`src/design/drsup_regs.svh`:
```
`ifndef DRSUP_REGS_SVH
`define DRSUP_REGS_SVH
// register byte offsets
`define DRSUP_ADR_LIMITS 8'h00
`define DRSUP_ADR_CONFIG 8'h04
`define DRSUP_ADR_SERIAL 8'h08
`define DRSUP_ADR_JOG 8'h0C
`define DRSUP_ADR_PRESET1 8'h10
`define DRSUP_ADR_RIDE 8'h14
`define DRSUP_ADR_STATUS 8'h18
`define DRSUP_ADR_OUTFREQ 8'h1C
`define DRSUP_ADR_MAXFREQ 8'h20
// reset values and write limits
`define DRSUP_UPPER_RST 7'h64
`define DRSUP_LOWER_RST 7'h00
`define DRSUP_UPPER_MAX 7'h6D
`define DRSUP_LOWER_MAX 7'h64
`define DRSUP_JOG_RST 12'h03C
`define DRSUP_JOG_MAX 12'hFA0
`define DRSUP_MAXF_RST 12'h258
`define DRSUP_OPMODE_RST 4'h3
`define DRSUP_BAUD_RST 2'h2
`define DRSUP_PARITY_RST 2'h1
`define DRSUP_TOEN_RST 1'h1
`define DRSUP_RESP_RST 2'h1
`define DRSUP_RIDE_T_RST 5'h14
`define DRSUP_RIDE_T_MAX 5'h14
// timing
`define DRSUP_CLK_HZ 50000000
`define DRSUP_LOSS_MS 400
`define DRSUP_TIMEOUT_MS 2000
`define DRSUP_RIDE_MAX_MS 2000
`define DRSUP_RIDE_STEP_MS 100
`define DRSUP_LOSS_CYC (`DRSUP_CLK_HZ / 1000 * `DRSUP_LOSS_MS)
`define DRSUP_TIMEOUT_CYC (`DRSUP_CLK_HZ / 1000 * `DRSUP_TIMEOUT_MS)
`define DRSUP_RIDE_STEP_CYC (`DRSUP_CLK_HZ / 1000 * `DRSUP_RIDE_STEP_MS)
`define DRSUP_RIDE_MAX_CYC (`DRSUP_CLK_HZ / 1000 * `DRSUP_RIDE_MAX_MS)
`endif

```
`src/design/drsup_pkg.sv`:
```
package drsup_pkg;
  typedef struct packed {
    logic cyc;
    logic stb;
    logic we;
    logic [7:0] adr;
    logic [3:0] sel;
    logic [31:0] dat;
  } drsup_wb_req_t;
  typedef struct packed {
    logic ack;
    logic [31:0] dat;
  } drsup_wb_rsp_t;
  typedef struct packed {
    logic run;
    logic jog;
    logic serial_sel;
    logic updown_hold;
    logic power_loss;
  } drsup_term_t;
  typedef struct packed {
    logic cmd_valid;
    logic run;
    logic [15:0] freq;
  } drsup_serial_cmd_t;
  typedef struct packed {
    logic run;
    logic coast;
    logic decel2;
    logic fault;
    logic comm_alarm;
    logic undervoltage_alarm;
    logic [11:0] freq;
  } drsup_drive_t;
  typedef enum logic [2:0] {
    DRSUP_LOSS_IDLE = 3'b001,
    DRSUP_LOSS_WATCH = 3'b010,
    DRSUP_LOSS_HOLD = 3'b100
  } drsup_loss_t;
endpackage

```
`src/design/drsup_top.sv`:
```
// The Wishbone register port and the register addresses were decided locally.
`timescale 1ns/1ns
`include "drsup_regs.svh"
// Summary of operation
// - upper limit 0..109 percent, lower 0..100 percent, 1 percent steps.
// - every reference is clamped between lower and upper limit.
// - loss supervision active only with enable set; off after reset.
// - slow 90 percent drop: follow reference with normal deceleration.
// - fast 90 percent drop under 0.4 s: hold 80 percent of output.
// - hold ends when reference exceeds hold level or on stop.
// - no supervision while auto reference below 5 percent of maximum.
// - retention set: held reference stored into preset one.
// - jog with run ramps to jog reference, overriding operation mode; in serial mode run still comes from the serial command.
// - master starts each transaction; addressed slave executes then replies.
// - serial characters carry eight data bits and one stop bit.
// - baud select 0/1/2 gives 2400/4800/9600; master matches.
// - parity select 0 none, 1 even, 2 odd; master matches.
// - operation mode 4..8 takes run and reference from serial.
// - serial select input changes are ignored until drive stops.
// - serial reference rounded to 0.1 Hz, dropping hundredths.
// - timeout enabled: over 2.0 s between messages is an error.
// - error response 0 decel1, 1 coast, 2 decel2, each with fault; 3 alarm.
// - ride-through 0 stop, 1 up to 2 s, 2 indefinite.
// - stop when loss outlasts deactivation time 0.0..2.0 s, 0.1 s steps.
// - run held during ride-through; indefinite shows alarm, no fault.
module drsup_top #(
  parameter int LOSS_CYC = `DRSUP_LOSS_CYC,
  parameter int TIMEOUT_CYC = `DRSUP_TIMEOUT_CYC,
  parameter int RIDE_STEP_CYC = `DRSUP_RIDE_STEP_CYC
) (
  input wire logic clk_i,
  input wire logic rst_i,
  input wire drsup_pkg::drsup_wb_req_t wb_req_i,
  output drsup_pkg::drsup_wb_rsp_t wb_rsp_o,
  input wire drsup_pkg::drsup_term_t term_i,
  input wire logic [11:0] auto_ref_i,
  input wire drsup_pkg::drsup_serial_cmd_t serial_cmd_i,
  output drsup_pkg::drsup_drive_t drive_o,
  output logic [4:0] serial_station_address_o,
  output logic [1:0] serial_baud_select_o,
  output logic [1:0] serial_parity_select_o
);
  import drsup_pkg::*;

  // settings written by software
  logic [6:0] ref_upper_limit_q, ref_lower_limit_q;
  logic [11:0] max_output_frequency_q, jog_reference_q;
  logic [11:0] preset_reference_one_q;
  logic ref_loss_detect_enable_q, held_ref_retention_q;
  logic [3:0] operation_mode_select_q;
  logic [1:0] serial_freq_resolution_q, comm_error_response_q;
  logic [4:0] station_q;
  logic [1:0] baud_q, parity_q;
  logic [4:0] station_act_q;
  logic [1:0] baud_act_q, parity_act_q;
  logic serial_timeout_enable_q;
  logic [1:0] ride_through_select_q;
  logic [4:0] ride_through_deactivation_time_q;
  logic ack_q;
  logic [31:0] rdata_q;
  logic err_clr;

  // terminal synchronisers
  drsup_term_t term_s1_q, term_s2_q;
  always_ff @(posedge clk_i) begin
    if (rst_i) begin
      term_s1_q <= '0;
      term_s2_q <= '0;
    end else begin
      term_s1_q <= term_i;
      term_s2_q <= term_s1_q;
    end
  end

  wire logic wb_hit = wb_req_i.cyc & wb_req_i.stb & ~ack_q;
  wire logic wb_wr = wb_hit & wb_req_i.we & (&wb_req_i.sel);
  assign err_clr = wb_wr && wb_req_i.adr == `DRSUP_ADR_STATUS;

  always_ff @(posedge clk_i) begin
    if (rst_i) begin
      ref_upper_limit_q <= `DRSUP_UPPER_RST;
      ref_lower_limit_q <= `DRSUP_LOWER_RST;
      max_output_frequency_q <= `DRSUP_MAXF_RST;
      jog_reference_q <= `DRSUP_JOG_RST;
      ref_loss_detect_enable_q <= 1'b0;
      held_ref_retention_q <= 1'b0;
      operation_mode_select_q <= `DRSUP_OPMODE_RST;
      serial_freq_resolution_q <= 2'h0;
      comm_error_response_q <= `DRSUP_RESP_RST;
      station_q <= 5'h00;
      baud_q <= `DRSUP_BAUD_RST;
      parity_q <= `DRSUP_PARITY_RST;
      serial_timeout_enable_q <= `DRSUP_TOEN_RST;
      ride_through_select_q <= 2'h0;
      ride_through_deactivation_time_q <= `DRSUP_RIDE_T_RST;
    end else if (wb_wr) begin
      case (wb_req_i.adr)
        `DRSUP_ADR_LIMITS: begin
          if (wb_req_i.dat[6:0] <= `DRSUP_UPPER_MAX) begin
            ref_upper_limit_q <= wb_req_i.dat[6:0];
          end
          if (wb_req_i.dat[14:8] <= `DRSUP_LOWER_MAX) begin
            ref_lower_limit_q <= wb_req_i.dat[14:8];
          end
        end
        `DRSUP_ADR_CONFIG: begin
          ref_loss_detect_enable_q <= wb_req_i.dat[0];
          held_ref_retention_q <= wb_req_i.dat[1];
          if (wb_req_i.dat[7:4] <= 4'h8) begin
            operation_mode_select_q <= wb_req_i.dat[7:4];
          end
          ride_through_select_q <= (wb_req_i.dat[9:8] == 2'h3) ?
            ride_through_select_q : wb_req_i.dat[9:8];
        end
        `DRSUP_ADR_SERIAL: begin
          station_q <= wb_req_i.dat[4:0];
          if (wb_req_i.dat[9:8] != 2'h3) begin
            baud_q <= wb_req_i.dat[9:8];
          end
          if (wb_req_i.dat[11:10] != 2'h3) begin
            parity_q <= wb_req_i.dat[11:10];
          end
          serial_freq_resolution_q <= wb_req_i.dat[13:12];
          serial_timeout_enable_q <= wb_req_i.dat[16];
          comm_error_response_q <= wb_req_i.dat[21:20];
        end
        `DRSUP_ADR_JOG: begin
          // jog reference up to 400.0 Hz
          if (wb_req_i.dat[11:0] <= `DRSUP_JOG_MAX) begin
            jog_reference_q <= wb_req_i.dat[11:0];
          end
        end
        `DRSUP_ADR_RIDE: begin
          if (wb_req_i.dat[4:0] <= `DRSUP_RIDE_T_MAX) begin
            ride_through_deactivation_time_q <= wb_req_i.dat[4:0];
          end
        end
        `DRSUP_ADR_MAXFREQ: begin
          max_output_frequency_q <= wb_req_i.dat[11:0];
        end
        default: begin
        end
      endcase
    end
  end

  // serial link settings latched only at reset release
  logic boot_q;
  always_ff @(posedge clk_i) begin
    if (rst_i) begin
      boot_q <= 1'b1;
      station_act_q <= 5'h00;
      baud_act_q <= `DRSUP_BAUD_RST;
      parity_act_q <= `DRSUP_PARITY_RST;
    end else begin
      boot_q <= 1'b0;
      if (boot_q) begin
        station_act_q <= station_q;
        baud_act_q <= baud_q;
        parity_act_q <= parity_q;
      end
    end
  end
  assign serial_station_address_o = station_act_q;
  assign serial_baud_select_o = baud_act_q;
  assign serial_parity_select_o = parity_act_q;

  // limit points in 0.1 Hz units
  wire logic [18:0] up_prod = max_output_frequency_q * ref_upper_limit_q;
  wire logic [18:0] lo_prod = max_output_frequency_q * ref_lower_limit_q;
  wire logic [12:0] upper_hz = 13'(up_prod / 19'd100);
  wire logic [12:0] lower_hz = 13'(lo_prod / 19'd100);

  logic run_q, serial_sel_q;
  always_ff @(posedge clk_i) begin
    if (rst_i) begin
      serial_sel_q <= 1'b0;
    end else if (!run_q) begin
      serial_sel_q <= term_s2_q.serial_sel;
    end
  end

  // serial mode for operation mode 4..8 or the latched serial select input
  wire logic serial_mode = serial_sel_q ||
    (operation_mode_select_q >= 4'h4 && operation_mode_select_q <= 4'h8);

  logic [11:0] serial_ref_q;
  logic serial_run_q;
  always_ff @(posedge clk_i) begin
    if (rst_i) begin
      serial_ref_q <= 12'h000;
      serial_run_q <= 1'b0;
    end else if (serial_cmd_i.cmd_valid) begin
      serial_run_q <= serial_cmd_i.run;
      serial_ref_q <= (serial_freq_resolution_q == 2'h1) ?
        12'(serial_cmd_i.freq / 16'd10) : serial_cmd_i.freq[11:0];
    end
  end

  logic [31:0] to_cnt_q;
  logic comm_err_q;
  always_ff @(posedge clk_i) begin
    if (rst_i) begin
      to_cnt_q <= '0;
    end else if (serial_cmd_i.cmd_valid || !serial_timeout_enable_q) begin
      to_cnt_q <= '0;
    end else if (to_cnt_q <= 32'(TIMEOUT_CYC)) begin
      to_cnt_q <= to_cnt_q + 32'h1;
    end
  end
  always_ff @(posedge clk_i) begin
    if (rst_i) begin
      comm_err_q <= 1'b0;
    end else if (serial_mode && serial_timeout_enable_q &&
                 to_cnt_q > 32'(TIMEOUT_CYC)) begin
      comm_err_q <= 1'b1;
    end else if (err_clr && wb_req_i.dat[0]) begin
      comm_err_q <= 1'b0;
    end
  end

  wire logic run_cmd = serial_mode ? serial_run_q : term_s2_q.run;
  wire logic jog_act = term_s2_q.jog && term_s2_q.run;
  logic [11:0] sel_ref, held_q;
  always_comb begin
    if (jog_act) begin
      sel_ref = jog_reference_q;
    end else if (serial_mode) begin
      sel_ref = serial_ref_q;
    end else if (term_s2_q.updown_hold) begin
      sel_ref = held_q;
    end else begin
      sel_ref = auto_ref_i;
    end
  end

  // held reference kept in preset one
  always_ff @(posedge clk_i) begin
    if (rst_i) begin
      held_q <= 12'h000;
    end else if (!term_s2_q.updown_hold) begin
      held_q <= auto_ref_i;
    end
  end
  always_ff @(posedge clk_i) begin
    if (rst_i) begin
      preset_reference_one_q <= 12'h000;
    end else if (wb_wr && wb_req_i.adr == `DRSUP_ADR_PRESET1) begin
      preset_reference_one_q <= wb_req_i.dat[11:0];
    end else if (held_ref_retention_q && term_s2_q.updown_hold) begin
      preset_reference_one_q <= held_q;
    end
  end

  // reference-loss supervision
  drsup_loss_t loss_q;
  logic [31:0] win_cnt_q;
  logic [11:0] peak_q, hold_ref_q, out_q;
  wire logic [12:0] min_auto = 13'(max_output_frequency_q / 12'd20);
  // tenfold reference stays below 16 bits, unlike a hundredfold one
  wire logic fell90 = 16'(auto_ref_i) * 16'd10 <= 16'(peak_q);
  always_ff @(posedge clk_i) begin
    if (rst_i) begin
      loss_q <= DRSUP_LOSS_IDLE;
      win_cnt_q <= '0;
      peak_q <= 12'h000;
      hold_ref_q <= 12'h000;
    end else begin
      case (loss_q)
        DRSUP_LOSS_IDLE: begin
          if (ref_loss_detect_enable_q && !serial_mode &&
              13'(auto_ref_i) >= min_auto) begin
            loss_q <= DRSUP_LOSS_WATCH;
            peak_q <= auto_ref_i;
            win_cnt_q <= '0;
          end
        end
        DRSUP_LOSS_WATCH: begin
          // reference under 5 percent never supervised
          if (!ref_loss_detect_enable_q || 13'(auto_ref_i) < min_auto) begin
            loss_q <= DRSUP_LOSS_IDLE;
          // hold 80 percent on fast drop
          end else if (fell90 && win_cnt_q < 32'(LOSS_CYC)) begin
            loss_q <= DRSUP_LOSS_HOLD;
            hold_ref_q <= 12'((16'(out_q) * 16'd8) / 16'd10);
          // slow drop just restarts the window
          end else if (auto_ref_i >= peak_q ||
                       win_cnt_q >= 32'(LOSS_CYC)) begin
            peak_q <= auto_ref_i;
            win_cnt_q <= '0;
          end else begin
            win_cnt_q <= win_cnt_q + 32'h1;
          end
        end
        DRSUP_LOSS_HOLD: begin
          if (auto_ref_i > hold_ref_q || !run_cmd) begin
            loss_q <= DRSUP_LOSS_IDLE;
          end
        end
        default: begin
          loss_q <= DRSUP_LOSS_IDLE;
        end
      endcase
    end
  end

  logic [11:0] ref_pre;
  logic [11:0] ref_clamped;
  always_comb begin
    ref_pre = (loss_q == DRSUP_LOSS_HOLD && !jog_act) ? hold_ref_q : sel_ref;
    if (13'(ref_pre) > upper_hz) begin
      ref_clamped = upper_hz[11:0];
    end else if (13'(ref_pre) < lower_hz) begin
      ref_clamped = lower_hz[11:0];
    end else begin
      ref_clamped = ref_pre;
    end
  end

  logic [31:0] ride_cnt_q;
  logic [4:0] ride_tenths_q;
  logic pl_stop_q;
  always_ff @(posedge clk_i) begin
    if (rst_i) begin
      ride_cnt_q <= '0;
      ride_tenths_q <= 5'h00;
      pl_stop_q <= 1'b0;
    end else if (!term_s2_q.power_loss) begin
      ride_cnt_q <= '0;
      ride_tenths_q <= 5'h00;
      if (!run_cmd) begin
        pl_stop_q <= 1'b0;
      end
    end else begin
      case (ride_through_select_q)
        2'h1: begin
          if (ride_tenths_q >= ride_through_deactivation_time_q) begin
            pl_stop_q <= 1'b1;
          end else if (ride_cnt_q >= 32'(RIDE_STEP_CYC - 1)) begin
            ride_cnt_q <= '0;
            ride_tenths_q <= ride_tenths_q + 5'h01;
          end else begin
            ride_cnt_q <= ride_cnt_q + 32'h1;
          end
        end
        2'h2: begin
          pl_stop_q <= 1'b0;
        end
        default: begin
          pl_stop_q <= 1'b1;
        end
      endcase
    end
  end

  wire logic err_stop = comm_err_q && comm_error_response_q != 2'h3;
  wire logic run_d = run_cmd && !pl_stop_q && !err_stop;
  always_ff @(posedge clk_i) begin
    if (rst_i) begin
      run_q <= 1'b0;
      out_q <= 12'h000;
      drive_o <= '0;
    end else begin
      run_q <= run_d;
      out_q <= run_d ? ref_clamped : 12'h000;
      drive_o.run <= run_d;
      drive_o.freq <= run_d ? ref_clamped : 12'h000;
      drive_o.coast <= err_stop && comm_error_response_q == 2'h1;
      drive_o.decel2 <= err_stop && comm_error_response_q == 2'h2;
      drive_o.fault <= err_stop || pl_stop_q;
      drive_o.comm_alarm <= comm_err_q && comm_error_response_q == 2'h3;
      drive_o.undervoltage_alarm <= term_s2_q.power_loss &&
        ride_through_select_q == 2'h2;
    end
  end

  // register read-back
  always_ff @(posedge clk_i) begin
    if (rst_i) begin
      ack_q <= 1'b0;
      rdata_q <= '0;
    end else begin
      ack_q <= wb_hit;
      case (wb_req_i.adr)
        `DRSUP_ADR_LIMITS: rdata_q <= {16'h0, 1'b0, ref_lower_limit_q,
                                       1'b0, ref_upper_limit_q};
        `DRSUP_ADR_CONFIG: rdata_q <= {22'h0, ride_through_select_q,
          operation_mode_select_q, 2'h0, held_ref_retention_q,
          ref_loss_detect_enable_q};
        `DRSUP_ADR_SERIAL: rdata_q <= {10'h0, comm_error_response_q, 3'h0,
          serial_timeout_enable_q, 2'h0, serial_freq_resolution_q,
          parity_q, baud_q, 3'h0, station_q};
        `DRSUP_ADR_JOG: rdata_q <= {20'h0, jog_reference_q};
        `DRSUP_ADR_PRESET1: rdata_q <= {20'h0, preset_reference_one_q};
        `DRSUP_ADR_RIDE: rdata_q <= {27'h0, ride_through_deactivation_time_q};
        `DRSUP_ADR_STATUS: rdata_q <= {24'h0, loss_q, 1'b0, pl_stop_q,
          serial_mode, run_q, comm_err_q};
        `DRSUP_ADR_OUTFREQ: rdata_q <= {20'h0, out_q};
        `DRSUP_ADR_MAXFREQ: rdata_q <= {20'h0, max_output_frequency_q};
        default: rdata_q <= 32'h0;
      endcase
    end
  end
  assign wb_rsp_o = '{ack: ack_q, dat: rdata_q};
endmodule

```
`config.mk`:
```
export PLATFORM = sky130hd
export DESIGN_NAME = drsup_top
export DESIGN_NICKNAME = d
export VERILOG_FILES = /design/src/design/drsup_pkg.sv /design/src/design/drsup_top.sv
export VERILOG_INCLUDE_DIRS = /design/src /design/src/design
export SDC_FILE = /design/constraint.sdc
export NUM_CORES = 1
export LEC_CHECK = 0
export BUFFER_PORTS_ARGS = -buffer_cell sky130_fd_sc_hd__buf_2
export CAP_MARGIN = 20
export CORE_UTILIZATION = 40
export DETAILED_ROUTE_END_ITERATION = 16
export GPL_TIMING_DRIVEN = 0
export SYNTH_ARGS = -nofsm -noshare
export SYNTH_HDL_FRONTEND = slang
export SYNTH_SLANG_ARGS = --single-unit
```
`constraint.sdc`:
```
create_clock -name clk_i -period 11.98 [get_ports clk_i]
set_clock_uncertainty 0.15 [all_clocks]
set_input_delay 2.396 -clock clk_i [delete_from_list [all_inputs] [get_ports clk_i]]
set_output_delay 2.396 -clock clk_i [all_outputs]
set_load 0.05 [all_outputs]
```
==> impl_results.md <==
* Via Count at 28,010
* Simple-gate share of the synthesized area at 24.46%
* Crit Path Class: flip-flop to flip-flop
* Worst hold path type: flip-flop to flip-flop
* Worst Hold End: term_s2_q[2]$_SDFF_PP0_
* Int Pwr at 1.813 mW
* Reg2Reg Launch Point: max_output_frequency_q[4]$_SDFFE_PP1P_
* Clk root buf: clkbuf_16
* Post-DP Area at 29,940 um^2
* HPWL after DPL at 68.87 mm
* Arrival @ worst endpoint at 13.44 ns
* Failing checks: negative setup slack
* Sw frac at 28.91%
* Global-route wire length before repair at 145.3 mm
* Outcome: complete, but fails checks
* Slowest cell on the critical path: fa_2
* Post-synthesis xor/xnor area fraction at 5.457%
* Post-synthesis compound-gate area fraction at 23.79%
* Layout cell share with drive strength beyond 1 at 21.04%
* Worst skew pair latency at 0.56 ns
* Max stage delay on crit path at 0.54 ns
* Setup ws final at -1.184 ns
* Commonest non-fill, non-tap cell in the layout: nor2_1
* Endpoints failing setup at 12
* Clock transition at the registers of the reported paths at 0.06 ns
* Setup TNS at -13.33 ns
* Row count at 96
* Combinational share of power at 16.8%
* Rel. slew slack at 15.15%
* Synth Cell Area at 27,720 um^2
* TritonRoute pass-1 iters at 10
* Clock buffers created by TritonCTS at 36
* Max-slew violations at 0
* Die X-Extent at 265.3 um
* Reg power frac at 38.4%
* CP bufs+invs at 14
* Seq/Total Area, Yosys at 20.94%
* Area grow syn2layout at 24.70%
* MaxCap Viol Count at 0
* DRC violations left at 0
* Routed Antenna Nets at 0
* Worst Tran Pin Value at 1.259 ns
* Most used cell, CP: buf_4
* Flop2flop setup slack at -1.18 ns
* Cell area after layout at 34,570 um^2
* Worst reg2reg path endpoint: out_q[10]$_SDFF_PP0_
* Hold Path Cell Cnt at 1
* Cells after Synth at 3,567
* Vias in the first global route at 26,220
* Final wirelength at 93.80 mm
* Most frequent cells in the layout: nor2_1, nand2_1, dfxtp_1
* Gr ovfl total at 0
* GR Util All Layers at 25.69%
* Largest family of logic cells by synthesized area: simple AND/OR/NAND/NOR gates
* Largest net degree at the start of global routing at 20
* Vias per cell at 5.752
* Max rail drop VDD at 0.00007913 V
* Post-synth EDFFs at 0
* Delay-heaviest family, CP: compound AO/OA/AOI/OAI gates
* Fin nets at 4,267
* Routability cong. at 0.9621
* Drt initial violations at 2,614
* Required @ worst endpoint at 12.26 ns
* Htree depth at 2
* Die Y at 265.3 um
* Core area at 68,590 um^2
* Pwr Total at 2.551 mW
* Post-Synth Adder-Cell Area at 15.44%
* Hold Fails Final Rpt at 0
* Asr flop ratio synth at 0%
* Pwr/cell area at 73.78 nW/um^2
* Fmax at 75.96 MHz
* Mapped Avg Cell Area at 7.772 um^2
* Clock power share at 44.8%
* I/O pins at 144
* Longest Clk Path Bufs at 3
* Final Util at 50.41%
* Highest net fanout along the worst path at 10
* Synthesis-stage register bit count at 290
* Unrepaired setup endpoints after global routing: true
* Die ar. at 70,360 um^2
* Yosys warns at 0
* Number of port buffers at 99
* Minimum clock period at 13.16 ns
* Main synth FF type: dfxtp_1
* Final cycle utilization of the critical path at 109.9%
* Mux contribution to synthesized area at 3.931%
* WL/cell at 19.26 um
* Psw at 737.4 uW
* Path depth of the worst reg2reg path at 61
* Initial antenna violation count at 4
* Initial Util at 40.42%
* Min-Delay Startpoint: term_s1_q[2]$_SDFF_PP0_
* Critical Path End Type: flip-flop
* # clock sinks at 290
* Pleak at 14.10 nW
* Type of origin of the critical path: flip-flop
* Clock tree from TritonCTS: done
* Library cells used by synthesis at 140
==> power groups by stage <==
stage	sequential (mW)	clock, mW	combinational (mW)
after detailed placement	1.00	0	0.404
after global routing	0.980	1.20	0.471
final	0.980	1.14	0.428
after floorplan	1.00	0	0.300
after CTS	0.980	1.16	0.415
after global placement	1.00	0	0.400
==> through the flow <==
step,std cells,setup WS [ns],hold WS (ns)
after floorplan,3580,-0.3403,0.2638
after global placement,4610,-2.631,0.2667
after detailed placement,4613,-2.568,0.2879
after CTS,4795,-1.069,0.2914
after global routing,4869,-1.665,0.2989
final,4870,-1.184,0.2873
==> how the worst max path moves through the flow <==
stage / end / from / cells after the start / slack, ns
final: out_q[10]$_SDFF_PP0_ / max_output_frequency_q[4]$_SDFFE_PP1P_ / 61 / -1.18
after global routing: out_q[6]$_SDFF_PP0_ / max_output_frequency_q[4]$_SDFFE_PP1P_ / 62 / -1.66
after CTS: out_q[11]$_SDFF_PP0_ / max_output_frequency_q[7]$_SDFFE_PP0P_ / 57 / -1.07
after detailed placement: out_q[11]$_SDFF_PP0_ / max_output_frequency_q[3]$_SDFFE_PP1P_ / 52 / -2.57
after global placement: out_q[11]$_SDFF_PP0_ / max_output_frequency_q[2]$_SDFFE_PP0P_ / 52 / -2.63
after floorplan: out_q[11]$_SDFF_PP0_ / max_output_frequency_q[4]$_SDFFE_PP1P_ / 59 / -0.34
==> worst reg2reg max path: cells and delay by family (launching register included) <==
family,cells,cell delay (ns)
AOI/OAI and AO/OA,26,5.14
xor gates and xnor gates,3,0.43
adders and majority gates,6,2.44
buffers and inverters,14,2.18
DFF,1,0.36
and+or+nand+nor,12,2.37
==> synth_stat cells (all sizes together) (15+ instances only) <==
master | number | area [um^2]
a211oi | 66 | 520.5
a31oi | 49 | 327.8
clkbuf | 160 | 603.1
or3 | 32 | 205.2
o21a | 24 | 180.2
xnor2 | 89 | 820.8
nand4 | 54 | 337.8
o31ai | 17 | 165.2
buf | 46 | 307.8
a311oi | 26 | 246.5
xor2 | 79 | 691.9
o221ai | 15 | 137.6
a21o | 50 | 376.6
fa | 99 | 1982
o22ai | 15 | 118.9
o21ai | 162 | 818.3
nor2 | 405 | 1533
and3 | 30 | 192.7
ha | 174 | 2177
and2 | 142 | 888.4
a21oi | 234 | 1201
mux2i | 95 | 958.4
inv | 196 | 738.2
nand2 | 357 | 1348
nor2b | 33 | 206.5
a22oi | 33 | 252.7
nor4 | 32 | 234.0
nand3 | 107 | 550.5
nor3 | 80 | 426.7
or2 | 25 | 158.9
dfxtp | 290 | 5806
a21boi | 15 | 127.6
nand2b | 36 | 227.7
o211ai | 43 | 332.8
==> registers in the layout (all words and copies together) (netlist names), 18 cells and up <==
| register | cells |
|---|---|
| ride_cnt_q | 32 |
| to_cnt_q | 32 |
| win_cnt_q | 32 |
| rdata_q | 18 |
==> per-layer routing <==
metal	vias to the layer above	track usage, %	part of all wire [%]
li1	13450	-	-
met1	13480	36.09	46
met2	921	39.93	44
met3	161	4.286	6.9
met4	0	8.046	3.1
met5	-	0	0
==> cells by family (layout without fill, tap and decap cells) <==
family / Yosys count / in the layout
DFF: 290 / 290
buffers and inverters: 403 / 759
xor gates and xnor gates: 168 / 168
muxes: 106 / 106
adders and majority gates: 285 / 285
other: 1 / 17
AOI/OAI and AO/OA: 926 / 926
and+or+nand+nor: 1388 / 1388
==> what timing repair did <==
item,CTS,global route
pin swaps,105,96
hold buffers,0,0
resized for setup,286,163
setup endpoints to repair,12,12
buffers inserted,126,74
cloned,2,0
==> cell type report <==
class                      count  area [um^2]
buffer                       194         1274
timing repair buffer         304         2141
multi-input combinational   2887        22140
clock buffer                  43        987.2
inverter                     197        749.5
sequential                   290         5861
clock inverter                21        242.7
antenna                        3        7.507
fill                        6660        34020
tap                          931         1165
Power figures use the tool's default switching activity.
